## config.mk

```make
export PLATFORM = sky130hd
export DESIGN_NAME = pcic_top
export DESIGN_NICKNAME = d
export VERILOG_FILES = /design/src/hw/pcic_pkg.sv /design/src/hw/pcic_lru.sv /design/src/hw/pcic_top.sv
export SDC_FILE = /design/constraint.sdc
export NUM_CORES = 2
export LEC_CHECK = 0
export BUFFER_PORTS_ARGS = -buffer_cell sky130_fd_sc_hd__buf_2
export CAP_MARGIN = 20
export CORE_ASPECT_RATIO = 1.2
export CORE_MARGIN = 5
export CORE_UTILIZATION = 35
export CTS_CLUSTER_SIZE = 30
export DETAILED_ROUTE_END_ITERATION = 16
export GPL_ROUTABILITY_DRIVEN = 0
export SYNTH_ARGS = -nofsm -noshare
export SYNTH_HDL_FRONTEND = slang
export SYNTH_HIERARCHICAL = 1
export SYNTH_SLANG_ARGS = --single-unit
export TNS_END_PERCENT = 100
```

## constraint.sdc

```tcl
create_clock -name ref_clk -period 5.5 [get_ports ref_clk]
set_clock_uncertainty 0.2 [all_clocks]
set_input_delay 0.275 -clock ref_clk [delete_from_list [all_inputs] [get_ports ref_clk]]
set_output_delay 0.275 -clock ref_clk [all_outputs]
set_load 0.1 [all_outputs]
```

## src/hw/pcic_pkg.sv

```systemverilog
// Package for the instruction pointer and instruction cache front end.
// Assumes a single processor clock; no software-visible registers.
package pcic_pkg;
	// Address field layout of a fetch address.
	localparam int PCIC_TAG_LSB = 9;
	localparam int PCIC_TAG_W = 23;
	localparam int PCIC_SUB_LSB = 6;
	localparam int PCIC_WRD_LSB = 4;
	localparam int PCIC_SEGS = 4;
	localparam int PCIC_SUBS = 8;
	localparam int PCIC_WORDS = 128;
	// Step of the pointer per fetched word, in bits.
	localparam logic [31:0] PCIC_STEP = 32'h0000_0010;
	// Reset value of the instruction pointer.
	localparam logic [31:0] PCIC_PTR_RST = 32'h0000_0000;
	// Flow change kinds offered by the execution unit.
	typedef enum logic [2:0] {
		PCIC_FLOW_NONE = 3'b000,
		PCIC_FLOW_ABS = 3'b001,
		PCIC_FLOW_REL8 = 3'b010,
		PCIC_FLOW_REL16 = 3'b011,
		PCIC_FLOW_IND = 3'b100
	} pcic_flow_e;
	// Cache controller states.
	typedef enum logic [1:0] {
		PCIC_ST_IDLE = 2'b00,
		PCIC_ST_LOOK = 2'b01,
		PCIC_ST_FILL = 2'b10,
		PCIC_ST_DONE = 2'b11
	} pcic_state_e;
endpackage

```

## src/hw/pcic_lru.sv

```systemverilog
// Four-entry recency stack of segment numbers.
// Assumes touches come from logic on the same clock.
`timescale 1ns/1ps
module pcic_lru (
	input wire logic ref_clk,
	input wire logic sys_rst,
	input wire logic touch,
	input wire logic [1:0] seg,
	output logic [1:0] lru_seg,
	output logic [1:0] mru_seg
);
	import pcic_pkg::*;

	logic [1:0] stack_q [0:3];
	logic [3:0] at_or_above;

	// Marks the touched segment's position and every entry below it.
	always_comb begin
		at_or_above[0] = (stack_q[0] == seg);
		for (int i = 1; i < 4; i++) begin
			at_or_above[i] = at_or_above[i-1] | (stack_q[i] == seg);
		end
	end

	// Used segment goes on top, entries above its old slot shift down.
	// Entries below the old slot keep their place.
	generate
		for (genvar g = 0; g < 4; g++) begin : g_ent
			if (g == 0) begin : g_top
				always_ff @(posedge ref_clk or posedge sys_rst) begin
					if (sys_rst) begin
						stack_q[g] <= 2'(g);
					end else if (touch) begin
						stack_q[g] <= seg;
					end
				end
			end else begin : g_rest
				always_ff @(posedge ref_clk or posedge sys_rst) begin
					if (sys_rst) begin
						stack_q[g] <= 2'(g);
					end else if (touch && !at_or_above[g-1]) begin
						stack_q[g] <= stack_q[g-1];
					end
				end
			end
		end
	endgenerate

	// Bottom names the least recently used segment.
	assign lru_seg = stack_q[3];
	assign mru_seg = stack_q[0];

	a_lru_top: assert property (@(posedge ref_clk) disable iff (sys_rst)
		touch |=> mru_seg == $past(seg)) else $error("Touched not on top.");
	a_lru_perm: assert property (@(posedge ref_clk) disable iff (sys_rst)
		(stack_q[0] ^ stack_q[1] ^ stack_q[2] ^ stack_q[3]) == 2'h0)
		else $error("Recency stack not a permutation.");
endmodule

```

## src/hw/pcic_top.sv

```systemverilog
// Instruction pointer and 256-byte four-segment instruction cache.
// Assumes the execution unit and memory controller share ref_clk.
// Notes on behaviour
// - 32-bit bit pointer, low four bits zero
// - Each fetched word advances pointer by 16
// - Flow changes overwrite pointer, no advance
// - Absolute target loaded, low four bits cleared
// - Relative: sign-extend word displacement, shift, add
// - Indirect: register value, low four bits cleared
// - 128 sixteen-bit words, 256 bytes storage
// - Only pointer fetches use the cache
// - Four 32-word segments, eight four-word subsegments
// - Tag bits 9-31, subsegment 6-8, word 4-5
// - Hit needs tag match and present flag
// - Recency stack, used segment moves to top
// - Reset clears flags, stack 0 to 3
// - Hit returns cached word, promotes segment
// - Subsegment miss fills, promotes, sets flag
// - Segment miss replaces least recently used
// - Fetch waits for complete fill and flag
`timescale 1ns/1ps
module pcic_top (
	input wire logic ref_clk,
	input wire logic sys_rst,
	input wire logic fetch_req,
	output logic fetch_ack,
	output logic [15:0] fetch_word,
	output logic [31:0] instruction_pointer,
	input wire pcic_pkg::pcic_flow_e flow_kind,
	input wire logic [31:0] flow_target,
	input wire logic [15:0] flow_disp,
	output logic fill_req,
	output logic [31:0] fill_addr,
	input wire logic fill_word_valid,
	input wire logic [15:0] fill_word
);
	import pcic_pkg::*;

	logic [15:0] store_q [0:PCIC_WORDS-1];
	logic [PCIC_TAG_W-1:0] segment_tag_q [0:PCIC_SEGS-1];
	logic [PCIC_SUBS-1:0] present_q [0:PCIC_SEGS-1];
	pcic_state_e state_q;
	logic [1:0] seg_q;
	logic [1:0] fill_cnt_q;
	logic [31:0] ptr_q;
	logic [31:0] ptr_d;
	logic [31:0] rel_off;
	logic [PCIC_TAG_W-1:0] addr_tag;
	logic [2:0] addr_sub;
	logic [1:0] addr_wrd;
	logic [3:0] tag_hit;
	logic hit_any;
	logic [1:0] hit_seg;
	logic [1:0] lru_seg;
	logic touch;

	// Fields of the fetch address.
	assign addr_tag = ptr_q[31:PCIC_TAG_LSB];
	assign addr_sub = ptr_q[PCIC_TAG_LSB-1:PCIC_SUB_LSB];
	assign addr_wrd = ptr_q[PCIC_SUB_LSB-1:PCIC_WRD_LSB];

	// Tag compare against every segment.
	generate
		for (genvar g = 0; g < PCIC_SEGS; g++) begin : g_cmp
			assign tag_hit[g] = (segment_tag_q[g] == addr_tag);
		end
	endgenerate

	// Matching segment number, if any.
	always_comb begin
		hit_any = 1'b0;
		hit_seg = 2'h0;
		for (int i = 0; i < PCIC_SEGS; i++) begin
			if (tag_hit[i] && !hit_any) begin
				hit_any = 1'b1;
				hit_seg = 2'(i);
			end
		end
	end

	// Relative offset: sign-extended words shifted to bit units.
	always_comb begin
		if (flow_kind == PCIC_FLOW_REL8) begin
			rel_off = {{20{flow_disp[7]}}, flow_disp[7:0], 4'h0};
		end else begin
			rel_off = {{12{flow_disp[15]}}, flow_disp, 4'h0};
		end
	end

	// Next pointer value for each kind of flow change.
	always_comb begin
		case (flow_kind)
			PCIC_FLOW_ABS: ptr_d = {flow_target[31:4], 4'h0};
			PCIC_FLOW_REL8, PCIC_FLOW_REL16: ptr_d = ptr_q + rel_off;
			PCIC_FLOW_IND: ptr_d = {flow_target[31:4], 4'h0};
			default: ptr_d = ptr_q;
		endcase
	end

	// Pointer register; a flow change overrides the sequential step.
	always_ff @(posedge ref_clk or posedge sys_rst) begin
		if (sys_rst) begin
			ptr_q <= PCIC_PTR_RST;
		end else if (flow_kind != PCIC_FLOW_NONE) begin
			ptr_q <= {ptr_d[31:4], 4'h0};
		end else if (fetch_ack) begin
			ptr_q <= ptr_q + PCIC_STEP;
		end
	end
	assign instruction_pointer = {ptr_q[31:4], 4'h0};

	// Fetch controller: look up, fill on miss, then answer from cache.
	// Data accesses never enter here; only pointer fetches do.
	always_ff @(posedge ref_clk or posedge sys_rst) begin
		if (sys_rst) begin
			state_q <= PCIC_ST_IDLE;
			seg_q <= 2'h0;
			fill_cnt_q <= 2'h0;
		end else begin
			case (state_q)
				PCIC_ST_IDLE: begin
					if (fetch_req && flow_kind == PCIC_FLOW_NONE) begin
						state_q <= PCIC_ST_LOOK;
					end
				end
				PCIC_ST_LOOK: begin
					fill_cnt_q <= 2'h0;
					if (hit_any) begin
						seg_q <= hit_seg;
						state_q <= present_q[hit_seg][addr_sub] ?
							PCIC_ST_DONE : PCIC_ST_FILL;
					end else begin
						seg_q <= lru_seg;
						state_q <= PCIC_ST_FILL;
					end
				end
				PCIC_ST_FILL: begin
					if (fill_word_valid) begin
						fill_cnt_q <= fill_cnt_q + 2'h1;
						if (fill_cnt_q == 2'h3) begin
							state_q <= PCIC_ST_DONE;
						end
					end
				end
				PCIC_ST_DONE: state_q <= PCIC_ST_IDLE;
				default: state_q <= PCIC_ST_IDLE;
			endcase
		end
	end

	// Tags and present flags; segment miss clears the victim's flags.
	always_ff @(posedge ref_clk or posedge sys_rst) begin
		if (sys_rst) begin
			for (int i = 0; i < PCIC_SEGS; i++) begin
				present_q[i] <= 8'h00;
				segment_tag_q[i] <= 23'h00_0000;
			end
		end else if (state_q == PCIC_ST_LOOK && !hit_any) begin
			present_q[lru_seg] <= 8'h00;
			segment_tag_q[lru_seg] <= addr_tag;
		end else if (state_q == PCIC_ST_FILL && fill_word_valid &&
			fill_cnt_q == 2'h3) begin
			present_q[seg_q][addr_sub] <= 1'b1;
		end
	end

	// Fill words land in ascending order within the subsegment.
	always_ff @(posedge ref_clk) begin
		if (state_q == PCIC_ST_FILL && fill_word_valid) begin
			store_q[{seg_q, addr_sub, fill_cnt_q}] <= fill_word;
		end
	end

	// Word is always read from the cache storage.
	always_ff @(posedge ref_clk or posedge sys_rst) begin
		if (sys_rst) begin
			fetch_word <= 16'h0000;
		end else if (state_q == PCIC_ST_DONE) begin
			fetch_word <= store_q[{seg_q, addr_sub, addr_wrd}];
		end
	end

	// Answer pulse in the same cycle as the word that is read.
	always_ff @(posedge ref_clk or posedge sys_rst) begin
		if (sys_rst) begin
			fetch_ack <= 1'b0;
		end else begin
			fetch_ack <= (state_q == PCIC_ST_DONE);
		end
	end

	// Fill request stands through the whole fill.
	assign fill_req = (state_q == PCIC_ST_FILL);
	assign fill_addr = {ptr_q[31:PCIC_SUB_LSB], 6'h00};

	// Promote the used segment once it is certain to hold the word.
	assign touch = (state_q == PCIC_ST_DONE);

	pcic_lru u_lru (
		.ref_clk(ref_clk),
		.sys_rst(sys_rst),
		.touch(touch),
		.seg(seg_q),
		.lru_seg(lru_seg),
		.mru_seg()
	);


	// The visible pointer never leaves a word boundary.
	a_ptr_align: assert property (@(posedge ref_clk) disable iff (sys_rst)
		instruction_pointer[3:0] == 4'h0) else $error("Pointer unaligned.");

	// An answered fetch moves the pointer to the next word.
	a_ptr_step: assert property (@(posedge ref_clk) disable iff (sys_rst)
		fetch_ack && flow_kind == PCIC_FLOW_NONE |=>
		ptr_q == $past(ptr_q) + 32'h0000_0010) else $error("No step.");

	// Without a fetch answer or flow change the pointer holds.
	a_ptr_hold: assert property (@(posedge ref_clk) disable iff (sys_rst)
		flow_kind == PCIC_FLOW_NONE && !fetch_ack |=> ptr_q == $past(ptr_q))
		else $error("Pointer moved on its own.");

	// A flow change loads its target instead of stepping.
	a_ptr_flow: assert property (@(posedge ref_clk) disable iff (sys_rst)
		flow_kind != PCIC_FLOW_NONE |=> ptr_q == $past({ptr_d[31:4], 4'h0}))
		else $error("Flow change not loaded.");

	// Absolute target loaded with its low four bits cleared.
	a_abs_load: assert property (@(posedge ref_clk) disable iff (sys_rst)
		flow_kind == PCIC_FLOW_ABS |=> ptr_q == {$past(flow_target[31:4]), 4'h0})
		else $error("Absolute load wrong.");

	// Short displacement is sign-extended and scaled to bits.
	a_rel8_add: assert property (@(posedge ref_clk) disable iff (sys_rst)
		flow_kind == PCIC_FLOW_REL8 |=> ptr_q == $past(ptr_q) +
		{{20{$past(flow_disp[7])}}, $past(flow_disp[7:0]), 4'h0})
		else $error("Relative add wrong.");

	// Long displacement is sign-extended and scaled to bits.
	a_rel16_add: assert property (@(posedge ref_clk) disable iff (sys_rst)
		flow_kind == PCIC_FLOW_REL16 |=> ptr_q == $past(ptr_q) +
		{{12{$past(flow_disp[15])}}, $past(flow_disp), 4'h0})
		else $error("Long relative add wrong.");

	// Register value loaded with its low four bits cleared.
	a_ind_load: assert property (@(posedge ref_clk) disable iff (sys_rst)
		flow_kind == PCIC_FLOW_IND |=> ptr_q == {$past(flow_target[31:4]), 4'h0})
		else $error("Indirect load wrong.");

	// A present word is answered in the short cycle, no fill.
	a_hit_fast: assert property (@(posedge ref_clk) disable iff (sys_rst)
		state_q == PCIC_ST_LOOK && hit_any && present_q[hit_seg][addr_sub]
		|=> state_q == PCIC_ST_DONE ##1 fetch_ack)
		else $error("Hit not short.");

	// A hit never asks the memory for anything.
	a_hit_no_fill: assert property (@(posedge ref_clk) disable iff (sys_rst)
		state_q == PCIC_ST_LOOK && hit_any && present_q[hit_seg][addr_sub]
		|=> !fill_req) else $error("Fill on a hit.");

	// The answer strobe lasts a single cycle.
	a_ack_pulse: assert property (@(posedge ref_clk) disable iff (sys_rst)
		fetch_ack |=> !fetch_ack) else $error("Answer too long.");

	// The answering state always returns to idle.
	a_done_idle: assert property (@(posedge ref_clk) disable iff (sys_rst)
		state_q == PCIC_ST_DONE |=> state_q == PCIC_ST_IDLE)
		else $error("Answer state stuck.");

	// Idle never requests memory; only fetches can start a fill.
	a_idle_no_fill: assert property (@(posedge ref_clk) disable iff (sys_rst)
		state_q == PCIC_ST_IDLE |-> !fill_req)
		else $error("Fill while idle.");

	// A tag match selects the matching segment.
	a_hit_seg: assert property (@(posedge ref_clk) disable iff (sys_rst)
		state_q == PCIC_ST_LOOK && hit_any |=> seg_q == $past(hit_seg))
		else $error("Wrong segment chosen.");

	// A subsegment miss keeps the other flags of its segment.
	a_sub_keep: assert property (@(posedge ref_clk) disable iff (sys_rst)
		state_q == PCIC_ST_LOOK && hit_any |=>
		present_q[seg_q] == $past(present_q[hit_seg]))
		else $error("Flags lost on hit.");

	// A segment miss clears the victim's flags and starts a fill.
	a_miss_fill: assert property (@(posedge ref_clk) disable iff (sys_rst)
		state_q == PCIC_ST_LOOK && !hit_any |=> fill_req &&
		present_q[seg_q] == 8'h00) else $error("Segment miss wrong.");

	// The victim is the least recently used segment.
	a_victim_lru: assert property (@(posedge ref_clk) disable iff (sys_rst)
		state_q == PCIC_ST_LOOK && !hit_any |=> seg_q == $past(lru_seg))
		else $error("Victim not least recent.");

	// The victim takes the tag of the requested address.
	a_victim_tag: assert property (@(posedge ref_clk) disable iff (sys_rst)
		state_q == PCIC_ST_LOOK && !hit_any && flow_kind == PCIC_FLOW_NONE
		|=> segment_tag_q[seg_q] == addr_tag)
		else $error("Victim tag wrong.");

	// Each fill starts counting from the first word.
	a_fill_start: assert property (@(posedge ref_clk) disable iff (sys_rst)
		state_q == PCIC_ST_LOOK |=> fill_cnt_q == 2'h0)
		else $error("Fill count not cleared.");

	// The fill goes on until its fourth word is taken.
	a_fill_wait: assert property (@(posedge ref_clk) disable iff (sys_rst)
		state_q == PCIC_ST_FILL && !(fill_word_valid && fill_cnt_q == 2'h3)
		|=> state_q == PCIC_ST_FILL) else $error("Fill cut short.");

	// The fourth word sets the flag before the word is read.
	a_fill_flag: assert property (@(posedge ref_clk) disable iff (sys_rst)
		state_q == PCIC_ST_FILL && fill_word_valid && fill_cnt_q == 2'h3
		|=> state_q == PCIC_ST_DONE && present_q[seg_q][addr_sub])
		else $error("Flag not set after fill.");

	// No answer without the subsegment present.
	a_ack_flag: assert property (@(posedge ref_clk) disable iff (sys_rst)
		fetch_ack |-> present_q[seg_q][addr_sub])
		else $error("Answer without flag.");

	// Main scenarios: hit, both misses, replacement and relative flow.
	c_hit: cover property (@(posedge ref_clk)
		state_q == PCIC_ST_LOOK && hit_any && present_q[hit_seg][addr_sub]);
	c_sub_miss: cover property (@(posedge ref_clk)
		state_q == PCIC_ST_LOOK && hit_any && !present_q[hit_seg][addr_sub]);
	c_seg_miss: cover property (@(posedge ref_clk)
		state_q == PCIC_ST_LOOK && !hit_any);
	c_evict: cover property (@(posedge ref_clk)
		state_q == PCIC_ST_LOOK && !hit_any && present_q[lru_seg] != 8'h00);
	c_rel: cover property (@(posedge ref_clk) flow_kind == PCIC_FLOW_REL16);
endmodule

```

==> insert_results.sql <==
INSERT INTO impl_metrics (metric_group, metric, value, unit) VALUES
('run_status', 'status', 'completed', ''),
('cells_and_area', 'nNetsFinal', '4954', ''),
('setup_path', 'worst-setup-path-type', 'primary input to flip-flop', ''),
('cells_and_area', 'area_delta_synth_final', '14.8', '%'),
('clock_tree', 'post_cts.repair.setup_buffers', '0', ''),
('detailed_routing', 'routed_wirelength_normalized_by_instance_count', '27.1', 'um'),
('sta', 'worst-slew-pin-transition', '1170', 'ps'),
('detailed_routing', 'remaining_drc_errors', '0', ''),
('clock_tree', 'clk_pin_slew_worst_paths', '60', 'ps'),
('clock_tree', 'cts_buffers', '212', ''),
('sta', 'fin_tns_setup', '0', 'ps'),
('grt', 'grt_max_degree', '124', ''),
('detailed_routing', 'route.vias.total', '45300', ''),
('sta', 'maxSlewHeadroom', '22.3', '%'),
('sta', 'timing.final.max_slew_violations', '0', ''),
('grt', 'grt_overflow', '0', ''),
('min_path', 'hold_path.class', 'primary input to asynchronous set/reset pin', ''),
('synthesis', 'synth_cells', '4464', ''),
('power', 'pwr_density_cell', '416', 'nW/um^2'),
('grt', 'first_global_vias', '46100', ''),
('floorplan', 'die_y', '563', 'um'),
('cells_and_area', 'nFillCells', '22300', ''),
('floorplan', 'pin_count', '153', ''),
('power', 'cellLeakagePower', '33.2', 'nW'),
('sta', 'timing_hold_violations_final', '0', ''),
('synthesis', 'syn_area', '89000', 'um^2'),
('sta', 'grt_setup_unrepaired', 'no', ''),
('grt', 'grt_pass1_wl', '330000', 'um'),
('setup_path', 'critical_path_arrival', '5680', 'ps'),
('placement', 'placement.io_buffers', '138', ''),
('synthesis', 'syn_avg_cell_area', '19.9', 'um^2'),
('clock_tree', 'clock-sinks', '2231', ''),
('placement', 'dp_hpwl', '140000', 'um'),
('floorplan', 'fp-row-count', '202', ''),
('floorplan', 'fp.dieW', '470', 'um'),
('setup_path', 'worstSetupStartpointType', 'primary input', ''),
('synthesis', 'synth.yosys.warnings', '6', ''),
('sta', 'max_freq', '0.194', 'GHz'),
('clock_tree', 'cts_tree', 'done', ''),
('detailed_routing', 'drt-pass1-iter-count', '6', ''),
('clock_tree', 'clk_path_buf_depth', '3', ''),
('floorplan', 'design.die.area', '265000', 'um^2'),
('setup_path', 'critPathMaxFanout', '14', ''),
('sta', 'timing.final.setup_violations', '0', ''),
('sta', 'layout_worst_path_cycle_share', '93.7', '%'),
('run', 'drv_cap', '0', ''),
('cells_and_area', 'fin_cells', '8399', ''),
('clock_tree', 'insertion_delay', '840', 'ps'),
('sta', 'post-route-min-period', '5150', 'ps'),
('clock_tree', 'cts-htree-levels', '4', ''),
('cells_and_area', 'post_route_cells_drive_above_1_share', '27.2', '%'),
('floorplan', 'initial_cell_density_of_the_core', '35.2', '%'),
('floorplan', 'core', '253000', 'um^2'),
('setup_path', 'endpoint_kind', 'flip-flop', ''),
('detailed_routing', 'drtAntennaViolNets', '0', ''),
('setup_path', 'critical_path_required', '6020', 'ps'),
('clock_tree', 'clk_root_buffer_cell', 'clkbuf_16', ''),
('power', 'irDropWorstVdd', '0.531', 'mV'),
('grt', 'grtUsageTotal', '16.9', '%'),
('placement', 'place.detailed.instances', '7929', ''),
('detailed_routing', 'drtIter0Drc', '4457', ''),
('detailed_routing', 'detail_route.wirelength', '228000', 'um'),
('grt', 'grt_antenna_before_repair', '6', ''),
('sta', 'worst_slack_on_hold_paths', '15.3', 'ps'),
('detailed_routing', 'route.detailed.vias_per_inst', '5.39', '');
per-stage QoR:
step	worst slack [ps]	total power, mW	area [um^2]	util, %
after floorplan	280	25.8	89100	-
after global placement	729	28.8	94900	37.6
after detailed placement	672	28.9	94900	37.6
after CTS	496	42.9	102000	40.4
after global routing	143	44.0	102000	40.4
final	346	42.5	102000	40.5
critical path, stage by stage:
cell           delay [ps]
dlygate4sd3_1         530
buf_2                 260
and2b_2               260
nand2b_1              250
nor2_1                200
a21oi_1               630
inv_1                 280
ha_1                  420
a21o_1                180
a21oi_1               170
nor2b_1                70
a311o_2               410
a221oi_4              390
o211ai_2              170
a21oi_2               170
xnor2_1                70
a311o_1               370
dlygate4sd3_1         560
where the power goes:
part | internal (mW) | leakage, nW | switching (mW) | total, mW
clock | 7.67 | 3.22 | 6.26 | 13.9
sequential | 18.9 | 20.8 | 0.579 | 19.5
combinational | 3.19 | 9.21 | 5.93 | 9.12
layer usage:
layer	GRT usage, %	vias up	part of all wire (%)
li1	-	19100	-
met1	22.6	24100	41
met2	28.2	1680	50
met3	2.53	369	6.0
met4	6.01	2	3.8
met5	0	-	0.0061
path summary, 6_finish.rpt:
path | from | cells after the start | endpoint | slack, ps
min | sys_rst | 3 | segment_tag_q[42]$_DFFE_PP0P_ | 20
min in group ref_clk | flow_kind[0] | 7 | ptr_q[20]$_DFFE_PP0P_ | 90
max in group asynchronous | sys_rst | 4 | segment_tag_q[19]$_DFFE_PP0P_ | 3860
min reg2reg | present_q[21]$_DFFE_PP0P_ | 1 | present_q[21]$_DFFE_PP0P_ | 300
max reg2reg | ptr_q[5]$_DFFE_PP0P_ | 12 | ptr_q[31]$_DFFE_PP0P_ | 660
max | flow_kind[2] | 18 | ptr_q[31]$_DFFE_PP0P_ | 350
flip-flops by register name, indices dropped and copies added (netlist names), 4 cells and up:
name and flops:
fetch_word 16, present_q 32, ptr_q 28, segment_tag_q 92, store_q 2048, u_lru/stack_q 4
cells in the final DEF (no fill, tap or decap), drive strengths merged, types with 65 or more instances in the layout:
cell type	n
buf	396
o21ai	89
a21oi	89
o22ai	74
edfxtp	2048
nand2	72
clkbuf	284
mux2i	184
nor2	216
clkinv	89
dlygate4sd3	70
a22o	65
mux2	103
dfrtp	179
mux4	514
area by class of cell:
cell class	instances	area, um^2	share of cell area [%]
Antenna cell	8	20.0	0.0196
Clock buffer	284	5740	5.62
Clock inverter	107	823	0.805
Sequential cell	2231	66100	64.6
Inverter	22	97.6	0.0955
Multi-Input combinational cell	1915	21700	21.2
Timing Repair Buffer	466	3560	3.49
Tap cell	3366	4210	4.12
what timing repair did:
action | in CTS | in global routing
hold buffers | 70 | 0
endpoints found under the hold margin | 1152 | 0
gates resized for setup | 0 | 0
Note: power is estimated with default switching activity, not from simulation.
